**src/shared/wor_pkg.sv**
```systemverilog
// Constants, types and decode functions for the wake-on-radio timer control
package wor_pkg;

  // ------------------------------------------------------------------
  // Register indices (byte address is four times the index)
  // ------------------------------------------------------------------
  localparam logic [5:0] IDX_EVT_HI = 6'h1E;
  localparam logic [5:0] IDX_EVT_LO = 6'h1F;
  localparam logic [5:0] IDX_CTRL = 6'h20;
  localparam logic [5:0] IDX_STATUS = 6'h30;
  localparam logic [5:0] IDX_MASK = 6'h31;
  localparam logic [5:0] IDX_STATE = 6'h32;

  // ------------------------------------------------------------------
  // Control register layout and values after reset
  // ------------------------------------------------------------------
  localparam int CTRL_PD_BIT = 7;
  localparam int CTRL_EVT1_LSB = 4;
  localparam int CTRL_CAL_BIT = 3;
  localparam int CTRL_RES_LSB = 0;
  localparam logic [7:0] CTRL_RST = 8'hF8;
  localparam logic [7:0] CTRL_WMASK = 8'hFB;
  localparam logic [15:0] EVT0_RST = 16'h876B;

  // ------------------------------------------------------------------
  // Status and mask layout
  // ------------------------------------------------------------------
  localparam int ST_W = 3;
  localparam int ST_EVT0 = 0;
  localparam int ST_EVT1 = 1;
  localparam int ST_CAL = 2;
  localparam logic [ST_W-1:0] ST_RST = 3'h0;

  // ------------------------------------------------------------------
  // Timing
  // ------------------------------------------------------------------
  localparam int XOSC_PER_SLOW = 750;
  localparam int CORE_PER_XOSC = 1;
  localparam logic [9:0] SLOW_DIV_CYCLES = 10'(XOSC_PER_SLOW * CORE_PER_XOSC);
  localparam logic [3:0] CAL_SLOW_TICKS = 4'h4;

  // ------------------------------------------------------------------
  // Bus carriers
  // ------------------------------------------------------------------
  typedef struct packed {
    logic read;
    logic write;
    logic [7:0] address;
    logic [3:0] byteenable;
    logic [31:0] writedata;
  } avmm_req_t;

  typedef struct packed {
    logic [31:0] readdata;
    logic waitrequest;
  } avmm_rsp_t;

  typedef struct packed {
    logic first_event_timeout_strobe;
    logic second_event_delay_strobe;
    logic calib_active;
    logic slow_osc_enable;
  } wor_events_t;

  // ------------------------------------------------------------------
  // Decoders
  // ------------------------------------------------------------------
  function automatic logic [5:0] decode_second_event_delay(input logic [2:0] code);
    logic [5:0] t;
    t = 6'h04;
    case (code)
      3'h0: t = 6'h04;
      3'h1: t = 6'h06;
      3'h2: t = 6'h08;
      3'h3: t = 6'h0C;
      3'h4: t = 6'h10;
      3'h5: t = 6'h18;
      3'h6: t = 6'h20;
      3'h7: t = 6'h30;
      default: t = 6'h04;
    endcase
    return t;
  endfunction

  function automatic logic [15:0] decode_resolution(input logic [1:0] code);
    logic [15:0] t;
    t = 16'h0001;
    case (code)
      2'h0: t = 16'h0001;
      2'h1: t = 16'h0020;
      2'h2: t = 16'h0400;
      2'h3: t = 16'h8000;
      default: t = 16'h0001;
    endcase
    return t;
  endfunction

  function automatic logic reg_hit(input logic [7:0] addr, input logic [5:0] idx);
    return (addr[7:2] == idx) && (addr[1:0] == 2'h0);
  endfunction

endpackage

```
**src/rtl/wor_timer_ctrl.sv**
```systemverilog
// Wake-on-radio sleep timer control with Avalon-MM register port
//
// Function
// Delay codes 4..7 give 16,24,32,48 periods
// Calibrate slow oscillator after each first event only while enable set
// Resolution codes give 1,32,1024,32768 periods/step
// Software keeps resolution 0 or 1 when polling
// Every resolution code accepted and applied
// First event after value times resolution periods
// Delay codes 0..3 give 4,6,8,12 periods
// Clearing power-down starts initial calibration
// Second-event count starts at first event, strobes, stops
`timescale 1ns/1ps
module wor_timer_ctrl (
  // Clock and reset
  input wire logic core_clk,
  input wire logic rst,
  // Register bus
  input wire wor_pkg::avmm_req_t avs_req,
  output wor_pkg::avmm_rsp_t avs_rsp,
  // Timer link to the rest of the unit
  output logic [15:0] first_event_timeout,
  output logic [1:0] wake_resolution_sel,
  output wor_pkg::wor_events_t events,
  // Interrupt
  output logic irq
);
  import wor_pkg::*;

  // ------------------------------------------------------------------
  // State
  // ------------------------------------------------------------------
  typedef struct packed {
    logic [15:0] evt0;
    logic [7:0] ctrl;
    logic [ST_W-1:0] status;
    logic [ST_W-1:0] mask;
    logic [15:0] pre;
    logic [15:0] steps;
    logic [3:0] cal_cnt;
    logic cal_busy;
    logic evt0_strobe;
    logic ack;
    logic [31:0] rdata;
  } ctrl_state_t;

  ctrl_state_t s_q, s_d;

  logic slow_tick;
  logic evt1_strobe;
  logic evt1_busy;
  logic running;
  logic [15:0] pre_limit;
  logic [15:0] step_limit;
  logic req;
  logic wr_now;
  logic [ST_W-1:0] ev;
  logic [ST_W-1:0] w1c;
  logic [7:0] ctrl_wr;
  logic start_cal;
  logic fire0;

  // ------------------------------------------------------------------
  // Slow oscillator period source
  // ------------------------------------------------------------------
  osc_divider u_div (
    .core_clk(core_clk),
    .rst(rst),
    .run(running),
    .slow_tick(slow_tick)
  );

  // ------------------------------------------------------------------
  // Second event
  // ------------------------------------------------------------------
  event_delay u_dly (
    .core_clk(core_clk),
    .rst(rst),
    .slow_tick(slow_tick),
    .start(s_q.evt0_strobe),
    .delay_code(s_q.ctrl[CTRL_EVT1_LSB +: 3]),
    .strobe(evt1_strobe),
    .busy(evt1_busy)
  );

  // ------------------------------------------------------------------
  // Next state
  // ------------------------------------------------------------------
  always_comb
  begin
    s_d = s_q;
    running = ~s_q.ctrl[CTRL_PD_BIT];
    // No clamp on the selector: all four codes scale the step
    pre_limit = decode_resolution(s_q.ctrl[CTRL_RES_LSB +: 2]);
    step_limit = (s_q.evt0 == 16'h0000) ? 16'h0000 : s_q.evt0 - 16'h0001;
    req = avs_req.read | avs_req.write;
    wr_now = avs_req.write & s_q.ack;
    fire0 = 1'b0;
    start_cal = 1'b0;
    w1c = '0;
    ctrl_wr = s_q.ctrl;

    // Bus handshake: one wait cycle, then complete
    s_d.ack = req & ~s_q.ack;
    if (req && !s_q.ack)
    begin
      s_d.rdata = 32'h0000_0000;
      if (reg_hit(avs_req.address, IDX_EVT_HI))
      begin
        s_d.rdata = {24'h000000, s_q.evt0[15:8]};
      end
      else if (reg_hit(avs_req.address, IDX_EVT_LO))
      begin
        s_d.rdata = {24'h000000, s_q.evt0[7:0]};
      end
      else if (reg_hit(avs_req.address, IDX_CTRL))
      begin
        s_d.rdata = {24'h000000, s_q.ctrl & CTRL_WMASK};
      end
      else if (reg_hit(avs_req.address, IDX_STATUS))
      begin
        s_d.rdata = {29'h00000000, s_q.status};
      end
      else if (reg_hit(avs_req.address, IDX_MASK))
      begin
        s_d.rdata = {29'h00000000, s_q.mask};
      end
      else if (reg_hit(avs_req.address, IDX_STATE))
      begin
        s_d.rdata = {29'h00000000, s_q.cal_busy, evt1_busy, running};
      end
    end

    // Register writes at the completing edge
    if (wr_now && avs_req.byteenable[0])
    begin
      if (reg_hit(avs_req.address, IDX_EVT_HI))
      begin
        s_d.evt0[15:8] = avs_req.writedata[7:0];
      end
      if (reg_hit(avs_req.address, IDX_EVT_LO))
      begin
        s_d.evt0[7:0] = avs_req.writedata[7:0];
      end
      if (reg_hit(avs_req.address, IDX_CTRL))
      begin
        ctrl_wr = avs_req.writedata[7:0] & CTRL_WMASK;
        s_d.ctrl = ctrl_wr;
        if (s_q.ctrl[CTRL_PD_BIT] && !ctrl_wr[CTRL_PD_BIT])
        begin
          start_cal = 1'b1;
        end
      end
      if (reg_hit(avs_req.address, IDX_STATUS))
      begin
        w1c = avs_req.writedata[ST_W-1:0];
      end
      if (reg_hit(avs_req.address, IDX_MASK))
      begin
        s_d.mask = avs_req.writedata[ST_W-1:0];
      end
    end

    // First event: prescaler of resolution periods, then step count
    s_d.evt0_strobe = 1'b0;
    if (!running)
    begin
      s_d.pre = 16'h0000;
      s_d.steps = 16'h0000;
    end
    else if (slow_tick)
    begin
      if (s_q.pre >= pre_limit - 16'h0001)
      begin
        s_d.pre = 16'h0000;
        if (s_q.steps >= step_limit)
        begin
          s_d.steps = 16'h0000;
          fire0 = 1'b1;
        end
        else
        begin
          s_d.steps = s_q.steps + 16'h0001;
        end
      end
      else
      begin
        s_d.pre = s_q.pre + 16'h0001;
      end
    end
    s_d.evt0_strobe = fire0;

    // Calibration: initial one always, periodic only when enabled
    if (fire0 && s_q.ctrl[CTRL_CAL_BIT])
    begin
      start_cal = 1'b1;
    end
    ev = '0;
    if (start_cal)
    begin
      s_d.cal_busy = 1'b1;
      s_d.cal_cnt = 4'h0;
    end
    else if (!running)
    begin
      s_d.cal_busy = 1'b0;
      s_d.cal_cnt = 4'h0;
    end
    else if (s_q.cal_busy && slow_tick)
    begin
      if (s_q.cal_cnt + 4'h1 >= CAL_SLOW_TICKS)
      begin
        s_d.cal_busy = 1'b0;
        ev[ST_CAL] = 1'b1;
      end
      else
      begin
        s_d.cal_cnt = s_q.cal_cnt + 4'h1;
      end
    end

    // Sticky status, set wins over write-one-to-clear
    ev[ST_EVT0] = s_q.evt0_strobe;
    ev[ST_EVT1] = evt1_strobe;
    for (int i = 0; i < ST_W; i++)
    begin
      s_d.status[i] = ev[i] | (s_q.status[i] & ~w1c[i]);
    end
  end

  // ------------------------------------------------------------------
  // Registers
  // ------------------------------------------------------------------
  always_ff @(posedge core_clk)
  begin
    if (rst)
    begin
      s_q <= '0;
      s_q.evt0 <= EVT0_RST;
      s_q.ctrl <= CTRL_RST;
      s_q.status <= ST_RST;
      s_q.mask <= ST_RST;
    end
    else
    begin
      s_q <= s_d;
    end
  end

  // ------------------------------------------------------------------
  // Outputs
  // ------------------------------------------------------------------
  assign avs_rsp.waitrequest = req & ~s_q.ack;
  assign avs_rsp.readdata = s_q.rdata;
  assign first_event_timeout = s_q.evt0;
  assign wake_resolution_sel = s_q.ctrl[CTRL_RES_LSB +: 2];
  assign events.first_event_timeout_strobe = s_q.evt0_strobe;
  assign events.second_event_delay_strobe = evt1_strobe;
  assign events.calib_active = s_q.cal_busy;
  assign events.slow_osc_enable = ~s_q.ctrl[CTRL_PD_BIT];
  assign irq = |(s_q.status & s_q.mask);
endmodule

```
**src/rtl/osc_divider.sv**
```systemverilog
// Slow oscillator period tick derived from the core clock
`timescale 1ns/1ps
module osc_divider (
  // Clock and reset
  input wire logic core_clk,
  input wire logic rst,
  // Control
  input wire logic run,
  // Tick out
  output logic slow_tick
);
  import wor_pkg::*;

  typedef struct packed {
    logic [9:0] cnt;
    logic tick;
  } div_state_t;

  div_state_t s_q, s_d;

  always_comb
  begin
    s_d = s_q;
    s_d.tick = 1'b0;
    if (!run)
    begin
      s_d.cnt = 10'h000;
    end
    else if (s_q.cnt == SLOW_DIV_CYCLES - 10'h001)
    begin
      s_d.cnt = 10'h000;
      s_d.tick = 1'b1;
    end
    else
    begin
      s_d.cnt = s_q.cnt + 10'h001;
    end
  end

  always_ff @(posedge core_clk)
  begin
    if (rst)
    begin
      s_q <= '0;
    end
    else
    begin
      s_q <= s_d;
    end
  end

  assign slow_tick = s_q.tick;
endmodule

```
**src/rtl/event_delay.sv**
```systemverilog
// Second-event delay counter started by the first event
`timescale 1ns/1ps
module event_delay (
  // Clock and reset
  input wire logic core_clk,
  input wire logic rst,
  // Timing inputs
  input wire logic slow_tick,
  input wire logic start,
  input wire logic [2:0] delay_code,
  // Results
  output logic strobe,
  output logic busy
);
  import wor_pkg::*;

  typedef struct packed {
    logic [5:0] cnt;
    logic busy;
    logic strobe;
  } dly_state_t;

  dly_state_t s_q, s_d;
  logic [5:0] target;

  always_comb
  begin
    target = decode_second_event_delay(delay_code);
    s_d = s_q;
    s_d.strobe = 1'b0;
    if (start)
    begin
      s_d.busy = 1'b1;
      s_d.cnt = 6'h00;
    end
    else if (s_q.busy && slow_tick)
    begin
      if (s_q.cnt + 6'h01 >= target)
      begin
        s_d.busy = 1'b0;
        s_d.strobe = 1'b1;
        s_d.cnt = 6'h00;
      end
      else
      begin
        s_d.cnt = s_q.cnt + 6'h01;
      end
    end
  end

  always_ff @(posedge core_clk)
  begin
    if (rst)
    begin
      s_q <= '0;
    end
    else
    begin
      s_q <= s_d;
    end
  end

  assign strobe = s_q.strobe;
  assign busy = s_q.busy;
endmodule

```
**config.mk**
```make
export PLATFORM = sky130hd
export DESIGN_NAME = wor_timer_ctrl
export DESIGN_NICKNAME = d
export VERILOG_FILES = /design/src/shared/wor_pkg.sv /design/src/rtl/wor_timer_ctrl.sv /design/src/rtl/osc_divider.sv /design/src/rtl/event_delay.sv
export SDC_FILE = /design/constraint.sdc
export NUM_CORES = 1
export LEC_CHECK = 0
export BUFFER_PORTS_ARGS = -buffer_cell sky130_fd_sc_hd__clkbuf_2
export CORE_ASPECT_RATIO = 0.8
export CORE_MARGIN = 3
export CORE_UTILIZATION = 33
export CTS_CLUSTER_DIAMETER = 40
export DETAILED_ROUTE_END_ITERATION = 8
export PLACE_DENSITY_LB_ADDON = 0.25
export RECOVER_POWER = 100
export SETUP_SLACK_MARGIN = 0.05
export SYNTH_ARGS = -nofsm -noshare
export SYNTH_HDL_FRONTEND = slang
export SYNTH_HIERARCHICAL = 1
export SYNTH_SLANG_ARGS = --single-unit
```
**constraint.sdc**
```tcl
create_clock -name core_clk -period 7.05 [get_ports core_clk]
set_input_delay 0.3525 -clock core_clk [delete_from_list [all_inputs] [get_ports core_clk]]
set_output_delay 0.3525 -clock core_clk [all_outputs]
set_load 0.1 [all_outputs]
```
**Word-level counts from Yosys, hierarchy flattened**

Memories as Yosys holds them, arrays and structs flattened. A register that Yosys moved wholly into a read port is not among the register bits.
Cells that the tools add are included.

- Shift operators: 0
- Div/mod/pow operators: 0
- Bitwise gates (word level): 17
- Muxes and demuxes: 35
- Eq/ne operators: 10
- Reductions and logical operators: 35
- $lt $le $gt $ge: 4
- Add/sub/neg operators: 7
- $mul: 0

Operator list:

| kind | number |
|---|---|
| case mux 16 bit (4 select lines) | 1 |
| two-way mux 16 bit | 3 |
| adder 16 x 1 -> 16 bit, second input constant | 2 |
| greater-or-equal comparator 16 bit | 2 |
| subtractor 16 x 1 -> 16 bit, second input constant | 2 |
| equality test 6 bit, second input constant | 4 |
| two-way mux 8 bit | 3 |
| two-way mux 3 bit | 7 |
| two-way mux 1 bit | 18 |
| zero test 16 bit | 1 |
| AND reduction 2 bit | 8 |
| equality test 6 x 5 -> 1 bit, second input constant | 2 |
| logical AND 1 bit | 12 |
| OR reduction 3 bit | 4 |
| adder 10 x 1 -> 10 bit, second input constant | 1 |
| equality test 10 bit, second input constant | 1 |
| NOT 1 bit | 7 |
| adder 6 x 1 -> 6 bit, second input constant | 1 |
| greater-or-equal comparator 6 bit | 1 |
| two-way mux 6 bit | 1 |
| nonzero test 3 bit | 2 |
| AND 1 bit | 5 |
| adder 4 x 1 -> 4 bit, second input constant | 1 |
| equality test 2 bit, second input constant | 2 |
| 9 further kinds | 17 |

- Memories: 1
- Bits in writable memories: 0
- Flip-flop bits (word level): 119
- Memory bits (read-only): 40
- Bits in latches: 0
- Output and inout port bits: 56
- Bits of input ports: 48

Memories:

| name | depth | bits a word | rd ports | clocked after memory_dff | wr ports | RTL line | RTL |
|---|---|---|---|---|---|---|---|
| (no name shown) | 8 | 5 | 1 | 1 | 0 | wor_pkg.sv:71 | `case (code)` |

**Longest topological paths before layout**

Gate-level depths: netlist of the first run.

- Depth after elaboration: 11
- Depth in mapped cells: 14
- Depth with buffers taken out: 13

**By module**

Netlist of the first run, hierarchy kept.

Modules (own cells, without submodules):

| module | cells an instance | area each (um2) | instances |
|---|---|---|---|
| wor_timer_ctrl | 593 | 4933.5 | 1 |
| event_delay | 64 | 548.0 | 1 |
| osc_divider | 55 | 494.2 | 1 |

**Least setup slack after synthesis of the first run**

No wires, ideal clock.

- Path kind: register -> register
- Start point: reg s_q, in the netlist first_event_timeout[6]
- End point: reg s_q[45] (netlist bit)
- Setup time: 0.061 ns
- Required time: 6.989 ns
- Period minus slack after synthesis: 4.081 ns
- Path slack: 2.969 ns
- Path buffers: 1
- Arrival: 4.020 ns
- Cell stages (with the launch flop): 14
- Path through: dfxtp_1 -> or4_4 -> or3_4 -> or4_4 -> or3_4 -> or2b_1 -> ha_1 -> nor2b_1 -> o211a_1 -> o311ai_0 -> nand3_1 -> nor3_1 -> clkbuf_1 -> a32o_1

- Cells in the longest elaborated chain, start to end: 4
- Elaborated cells between the ends (all ways): 5
- Those cells by class: 1 x add/sub; 1 x order compare; 2 x mux; 1 x reduce/logical

Ends and longest elaborated chain:

| what | RTL line | RTL |
|---|---|---|
| from (decl) | wor_timer_ctrl.sv:47 | `ctrl_state_t s_q, s_d;` |
| subtractor 16 x 1 -> 16 bit or zero test 16 bit (tied branches) | wor_timer_ctrl.sv:95 | `step_limit = (s_q.evt0 == 16'h0000) ? 16'h0000 : s_q.evt0 - 16'h0001;` |
| two-way mux 16 bit * | wor_timer_ctrl.sv:95 |  |
| greater-or-equal comparator 16 bit * | wor_timer_ctrl.sv:176 | `if (s_q.steps >= step_limit)` |
| two-way mux 16 bit * | wor_timer_ctrl.sv:176 |  |

Every way passes the cells marked *; elsewhere a longest branch is shown, timed or not.
A chain may end at the register's enable or synchronous reset.

**Worst setup path after layout of the first run**

Same ends and word-level chain as after synthesis.

==> flow_metrics.env, run 1 <==
export IMPL_yosys_warnings=6
export IMPL_arrival_ns=6.00
export IMPL_reg2reg_depth=12
export IMPL_hold_violations=0
export IMPL_period_minus_slack_ns=5.72
export IMPL_seqPwrFrac_pct=47.1
export IMPL_finalClockSkew_ns=0.00610
export IMPL_fp_dieH_um=126
export IMPL_ys_ff_latch=95
export IMPL_violations="capacitance limit, slew limit"
export IMPL_ant_nets=0
export IMPL_start_kind="register"
export IMPL_power_mw=1.15
export IMPL_drive_above_1_share_pct=6.43
export IMPL_ir_worst_vdd_mv=0.0952
export IMPL_yosysSeqAreaShare_pct=31.8
export IMPL_drt_total_wl_um=15200
export IMPL_synth_edf_count=0
export IMPL_grt_remaining_overflow=0
export IMPL_port_buffers=52
export IMPL_cts_resized=0
export IMPL_rows=43
export IMPL_drv_cap=2
export IMPL_antenna_found_initial=0
export IMPL_n_fill_cell=1876
export IMPL_avgSynthCellArea_um2=8.39
export IMPL_grtUsageTotal_pct=15.2
export IMPL_fmax_ghz=0.175
export IMPL_setup_viol=0
export IMPL_rrSetupSlack_ns=1.33
export IMPL_synth_ff_type="dfxtp_1"
export IMPL_clock_sinks=95
export IMPL_placed_area_mm2=0.00616
export IMPL_yosys_top_cells_area="dfxtp_1 (32%), ha_1 (9.2%), buf_4 (6.9%), nor2_1 (4.9%), nand2_1 (3.9%)"
export IMPL_period_share_pct=81.1
export IMPL_tns_ns=0
export IMPL_clockPowerShare_pct=42.6
export IMPL_post_cts_buffers=0
export IMPL_synthArstFlopShare_pct=0
export IMPL_swShare_pct=28.4
export IMPL_switching_power_uw=327
export IMPL_fp_dieArea_mm2=0.0198
export IMPL_status="complete, but fails checks"
export IMPL_root_buffer="clkbuf_16"
export IMPL_worst_slew_pin_slew_ns=1.75
export IMPL_cts_buffers=9
export IMPL_antenna_cells=0
export IMPL_maxSlewHeadroom_pct=-17.8
export IMPL_nets=819
export IMPL_p_int_uw=825
export IMPL_grt_pass1_vias=4349
export IMPL_netlist_area_mm2=0.00598
export IMPL_critPathLaunch="first_event_timeout[6]$_SDFFE_PP1P_"
export IMPL_final_cell_mix="dfxtp_1 (95), nor2_1 (78), nand2_1 (62)"
export IMPL_vias=4953
export IMPL_postSynthCellCount=712
export IMPL_hold_class="input port to register"
export IMPL_synth_top_cell_by_area="dfxtp_1"
export IMPL_dr_first_iter_drc_count=360
export IMPL_die_x_um=156
export IMPL_area_growth_pct=6.30
export IMPL_comb_power_share_pct=10.3
export IMPL_path_max_fanout=15
export IMPL_avgRoutedWirePerCell_um=15.9
export IMPL_layout_commonest_cell="dfxtp_1"
export IMPL_gp_congestion=0.820
export IMPL_grt_start_max_net_pins=47
export IMPL_drt_pass1_iter_count=5
export IMPL_maxSlewViolCount=29
export IMPL_core_area_mm2=0.0175
export IMPL_hpwlAfterDp_um=11200
export IMPL_netlist_cell_type_count=65
export IMPL_initial_utilization_pct=34.1
export IMPL_cts_buffer_depth=2
export IMPL_reg2reg_to="s_q[45]$_SDFFE_PP0P_"
export IMPL_end_kind="register"
export IMPL_netlist_area_leader_share_pct=31.8
export IMPL_cp_endpoint="s_q[45]$_SDFFE_PP0P_"
export IMPL_ioPinCount=104
export IMPL_htree_levels=3
export IMPL_fin_area_mm2=0.00635
export IMPL_clk_latency_ns=0.35
export IMPL_cts_reportedPaths_clkPinSlew_ns=0.07
export IMPL_crit_type="register to register"
export IMPL_cts_tree="done"
export IMPL_vias_per_cell=5.18
export IMPL_powerDensity_mw_per_mm2=181
export IMPL_drc_errors=0
export IMPL_cp_required_ns=7.33
export IMPL_leakagePower_nw=2.34
export IMPL_grt_pass1_wl_um=24000
export IMPL_rr_startpoint="first_event_timeout[6]$_SDFFE_PP1P_"
export IMPL_cts_hold_buf=0
export IMPL_rsz0062_at_grt="no"
==> power by group through the flow <==
stage	clock network (mW)	logic [mW]	registers (mW)
finish	0.491	0.118	0.543
global route	0.529	0.123	0.543
CTS	0.507	0.119	0.542
detailed placement	0	0.119	0.555
global placement	0	0.119	0.555
floorplan	0	0.116	0.554
==> cells in the mapped netlist, drive strengths merged (4+ instances only) <==
| cell type | n |
|---|---|
| nand2 | 62 |
| a31oi | 9 |
| and2 | 7 |
| nand4 | 11 |
| nand3 | 23 |
| nand2b | 7 |
| nor2 | 78 |
| a21oi | 27 |
| mux2i | 15 |
| nand3b | 5 |
| a211o | 19 |
| a211oi | 8 |
| a222oi | 5 |
| nor4 | 15 |
| inv | 21 |
| a32o | 15 |
| buf | 59 |
| or3 | 5 |
| clkbuf | 18 |
| nor3 | 22 |
| o21ai | 22 |
| nor3b | 7 |
| xor2 | 21 |
| or2 | 5 |
| dfxtp | 95 |
| a21o | 4 |
| xnor2 | 16 |
| ha | 44 |
| and3 | 15 |
| nor2b | 17 |
==> critical path, cell delays in order (launching register included) <==
cell      delay, ns
dfxtp_1        0.40
or4_1          0.59
or3_1          0.39
or4_1          0.43
or3_1          0.51
or2b_1         0.24
ha_1           0.24
nor2b_1        0.14
o211a_1        0.19
o311ai_0       0.35
nand3_1        0.52
nor3_1         1.39
a32o_1         0.26
==> registers in the layout, summed over array words and instances, names as in the netlist <==
name	cells
avs_rsp	8
events	2
first_event_timeout	16
s_q	48
u_div/s_q	10
u_div/slow_tick	1
u_dly/busy	1
u_dly/s_q	6
u_dly/strobe	1
wake_resolution_sel	2
==> how the worst min path moves through the flow <==
stage | start | end | slack, ns | depth (start not counted)
floorplan | rst | u_dly/busy$_SDFFE_PP0P_ | 0.42 | 1
global placement | u_dly/strobe$_SDFF_PP0_ | s_q[75]$_SDFF_PP0_ | 0.45 | 2
detailed placement | u_div/s_q[1]$_SDFF_PP0_ | u_div/s_q[1]$_SDFF_PP0_ | 0.47 | 1
CTS | avs_req[4] | s_q[81]$_SDFFE_PP1P_ | 0.27 | 2
global route | avs_req[4] | s_q[81]$_SDFFE_PP1P_ | 0.27 | 2
finish | avs_req[4] | s_q[81]$_SDFFE_PP1P_ | 0.28 | 2
==> routing by layer <==
metal | wire length [um] | track usage, %
met4 | 123 | 3.24
met2 | 5860 | 20.4
met1 | 8100 | 23.5
met5 | 0 | 0
met3 | 1090 | 4.71
==> logic make-up after synthesis <==
logic type,after synthesis,share of synthesized area [%]
buf+inv,98,9.78
fa+ha+maj,44,9.21
xor+xnor,37,5.42
compound gates,133,16.5
mux,16,2.70
simple gates,288,24.5
other cells,1,0.0628
flops,95,31.8
==> layout make-up <==
class | count | area, um^2 | share of cell area, %
multi-input cells | 542 | 3550 | 55.9
flip-flops and latches | 95 | 1900 | 29.9
well taps | 225 | 282 | 4.43
repair buffers | 58 | 254 | 4.00
clock buffers | 9 | 225 | 3.55
inverters | 21 | 78.8 | 1.24
clock inverters | 6 | 61.3 | 0.965
==> stage by stage <==
stage / worst slack [ns] / instances / util (%) / hold WS [ns]
after floorplan: 2.97 / 735 / - / 0.422
after global placement: 2.08 / 941 / 35.1 / 0.453
after detailed placement: 2.05 / 941 / 35.1 / 0.472
after CTS: 2.01 / 956 / 36.8 / 0.269
after global routing: 0.927 / 956 / 36.2 / 0.274
final: 1.33 / 956 / 36.2 / 0.277
Power figures use the tool's default switching activity.
==> run 2, diff against run 1 <==
ABC_AREA = 1   (was default)
clock period = 5.8 ns   (was 7.05 ns; I/O delays follow)
==> run 2 against run 1 <==
The flow now finishes without violations; critical endpoint is now s_q[38]$_SDFFE_PP0P_; core utilization increased by 0.17 points; count of clock-buffer cells in the layout is 1 higher; hold slack worse by 0.074 ns; register-to-register slack gained 0.48 ns; critical path depth rose by 4; clock power is 26% higher; maximum frequency rose by 43%; via count rose by 12%; total power grew 20%; combinational power shrank 4%.
==> flow_metrics.env, run 2 <==
export IMPL_status="completed"
export IMPL_rrSetupSlack_ns=1.81
export IMPL_holdPathStages=3
export IMPL_drt_pass1_iter_count=5
export IMPL_drv_cap=0
export IMPL_grt_remaining_overflow=0
export IMPL_hold_end="first_event_timeout[6]$_SDFFE_PP1P_"
export IMPL_worst_slew_pin_slew_ns=1.31
export IMPL_initial_utilization_pct=34.1
export IMPL_final_cell_mix="nand2_1 (212), inv_1 (104), nor2_1 (95), dfxtp_1 (95), a21oi_1 (62)"
export IMPL_netlist_area_mm2=0.00629
export IMPL_post_cts_buffers=0
export IMPL_fmax_ghz=0.250
export IMPL_crit_type="register to register"
export IMPL_yosys_warnings=6
export IMPL_gp_congestion=0.864
export IMPL_yosys_top_cells_area="dfxtp_1 (30%), nand2_1 (12%), ha_1 (8.8%), buf_4 (6.7%), inv_1 (6.2%)"
export IMPL_cts_tree="done"
export IMPL_maxSlewViolCount=0
export IMPL_powerDensity_mw_per_mm2=206
export IMPL_path_max_fanout=13
export IMPL_fp_dieH_um=129
export IMPL_largest_reg_flops=48
export IMPL_root_buffer="clkbuf_16"
export IMPL_final_core_util_pct=36.4
export IMPL_reg2reg_depth=16
export IMPL_hpwlAfterDp_um=12100
export IMPL_vias=5538
export IMPL_port_buffers=52
export IMPL_cts_buffers=9
export IMPL_cp_required_ns=6.07
export IMPL_core_area_mm2=0.0184
export IMPL_antenna_cells=0
export IMPL_rr_startpoint="first_event_timeout[0]$_SDFFE_PP1P_"
export IMPL_tns_ns=0
export IMPL_period_share_pct=68.9
export IMPL_arrival_ns=4.27
export IMPL_clock_sinks=95
export IMPL_maxSlewHeadroom_pct=12.9
export IMPL_rows=44
export IMPL_cts_hold_buf=0
export IMPL_finalClockSkew_ns=0.00614
export IMPL_netlist_cell_type_count=46
export IMPL_yosys_cell_count_top_type="nand2_1"
export IMPL_worstHoldStart="avs_req[6]"
export IMPL_hold_class="input port to register"
export IMPL_setup_viol=0
export IMPL_avgRoutedWirePerCell_um=13.1
export IMPL_start_kind="register"
export IMPL_htree_levels=3
export IMPL_leakagePower_nw=2.84
export IMPL_cts_buffer_depth=2
export IMPL_end_kind="register"
export IMPL_grt_pass1_vias=5087
export IMPL_drc_errors=0
export IMPL_yosysSeqAreaShare_pct=30.2
export IMPL_synth_top_cell_by_area="dfxtp_1"
export IMPL_synth_ff_type="dfxtp_1"
export IMPL_period_minus_slack_ns=3.99
export IMPL_netlist_area_leader_share_pct=30.2
export IMPL_power_mw=1.38
export IMPL_avgSynthCellArea_um2=6.98
export IMPL_fp_dieArea_mm2=0.0208
export IMPL_rsz0062_at_grt="no"
export IMPL_cts_reportedPaths_clkPinSlew_ns=0.07
export IMPL_hold_violations=0
export IMPL_drt_total_wl_um=15500
export IMPL_clk_latency_ns=0.34
export IMPL_area_growth_pct=6.75
export IMPL_drive_above_1_share_pct=6.80
export IMPL_grtUsageTotal_pct=15.0
export IMPL_ys_ff_latch=95
export IMPL_ir_worst_vdd_mv=0.130
export IMPL_ant_nets=0
export IMPL_reg2reg_to="s_q[38]$_SDFFE_PP0P_"
export IMPL_synthArstFlopShare_pct=0
export IMPL_die_x_um=160
export IMPL_grt_start_max_net_pins=25
export IMPL_layout_commonest_cell="nand2_1"
export IMPL_netlist_top_cells_count="nand2_1 (209), inv_1 (104), dfxtp_1 (95)"
export IMPL_vias_per_cell=4.70
export IMPL_grt_pass1_wl_um=25600
export IMPL_regMostFlops="s_q"
export IMPL_cts_resized=0
export IMPL_antenna_found_initial=0
export IMPL_ioPinCount=104
export IMPL_postSynthCellCount=901
export IMPL_synth_edf_count=0
export IMPL_dr_first_iter_drc_count=382
export IMPL_nets=1013
run 2: cell count changes after synthesis, moves of 14 or more:
cell and change:
a211o_1 -19, mux2i_1 -15, a32o_1 -15, nand3_1 +36, nand2_1 +147, nor2b_1 -17, nor4_1 -14, inv_1 +83
a21oi_1 +36, and3_1 -14, clkbuf_1 -15, nor2_1 +16
run 2: logic make-up (layout without fill, tap and decap cells):
logic type / Yosys count / in the layout / share of synthesized area [%]
flip-flops: 95 / 95 / 30.2
buffers and inverters: 175 / 177 / 13.9
other: 1 / 24 / 0.0596
adder cells (fa/ha/maj): 44 / 44 / 8.76
AND/OR/NAND/NOR: 432 / 432 / 31.6
XOR/XNOR: 31 / 31 / 4.44
AO/OA/AOI/OAI: 123 / 123 / 11.0
run 2: worst max path at each step:
stage,slack [ns],cells after the start,to,start
6_report,1.81,16,s_q[38]$_SDFFE_PP0P_,first_event_timeout[0]$_SDFFE_PP1P_
5_1_grt,1.23,16,s_q[36]$_SDFFE_PP0P_,first_event_timeout[0]$_SDFFE_PP1P_
4_1_cts,2.12,16,s_q[38]$_SDFFE_PP0P_,first_event_timeout[0]$_SDFFE_PP1P_
3_5_place_dp,2.14,16,s_q[36]$_SDFFE_PP0P_,first_event_timeout[0]$_SDFFE_PP1P_
3_3_place_gp,2.24,16,s_q[38]$_SDFFE_PP0P_,first_event_timeout[0]$_SDFFE_PP1P_
2_1_floorplan,3.14,18,s_q[41]$_SDFFE_PP0P_,first_event_timeout[0]$_SDFFE_PP1P_
run 2: area by class of cell:
type,count,area [um^2]
well taps,253,317
fillers,2032,11700
multi-input cells,654,3560
clock inverters,6,67.6
clock buffers,10,239
repair buffers,53,224
flip-flops and latches,95,1900
inverters,108,405
run 2: critical path, stage by stage (launching register included):
cell     delay (ns)
dfxtp_1        0.41
inv_1          0.19
ha_1           0.20
nand3_1        0.08
nor4_1         0.65
inv_1          0.38
nand3_1        0.19
ha_1           0.25
nand2_1        0.07
inv_1          0.04
nor2_1         0.09
o21ai_0        0.10
a21oi_1        0.19
nand3_1        0.44
nand3_1        0.32
nand3_1        0.18
nor2_1         0.14
run 2: through the flow:
stage	cells	hold WS [ns]	setup WS (ns)	instance area [um^2]
floorplan	924	0.359	3.14	6370
global placement	1163	0.452	2.24	6490
detailed placement	1163	0.459	2.14	6490
CTS	1179	0.190	2.12	6790
global route	1179	0.221	1.23	6710
finish	1179	0.203	1.81	6710
run 2: where the power goes:
| part | total, mW | switching (mW) | internal [mW] |
|---|---|---|---|
| clock network | 0.619 | 0.270 | 0.349 |
| logic | 0.113 | 0.103 | 0.00998 |
| registers | 0.653 | 0.000621 | 0.653 |
| total | 1.38 | 0.373 | 1.01 |
run 2: per-layer routing:
metal	up-vias	routed length, um	global-route usage (%)
met1	2534	8390	23.0
met3	12	714	2.81
met5	-	0	0
met2	114	6200	21.8
met4	0	154	3.27
li1	2878	-	-
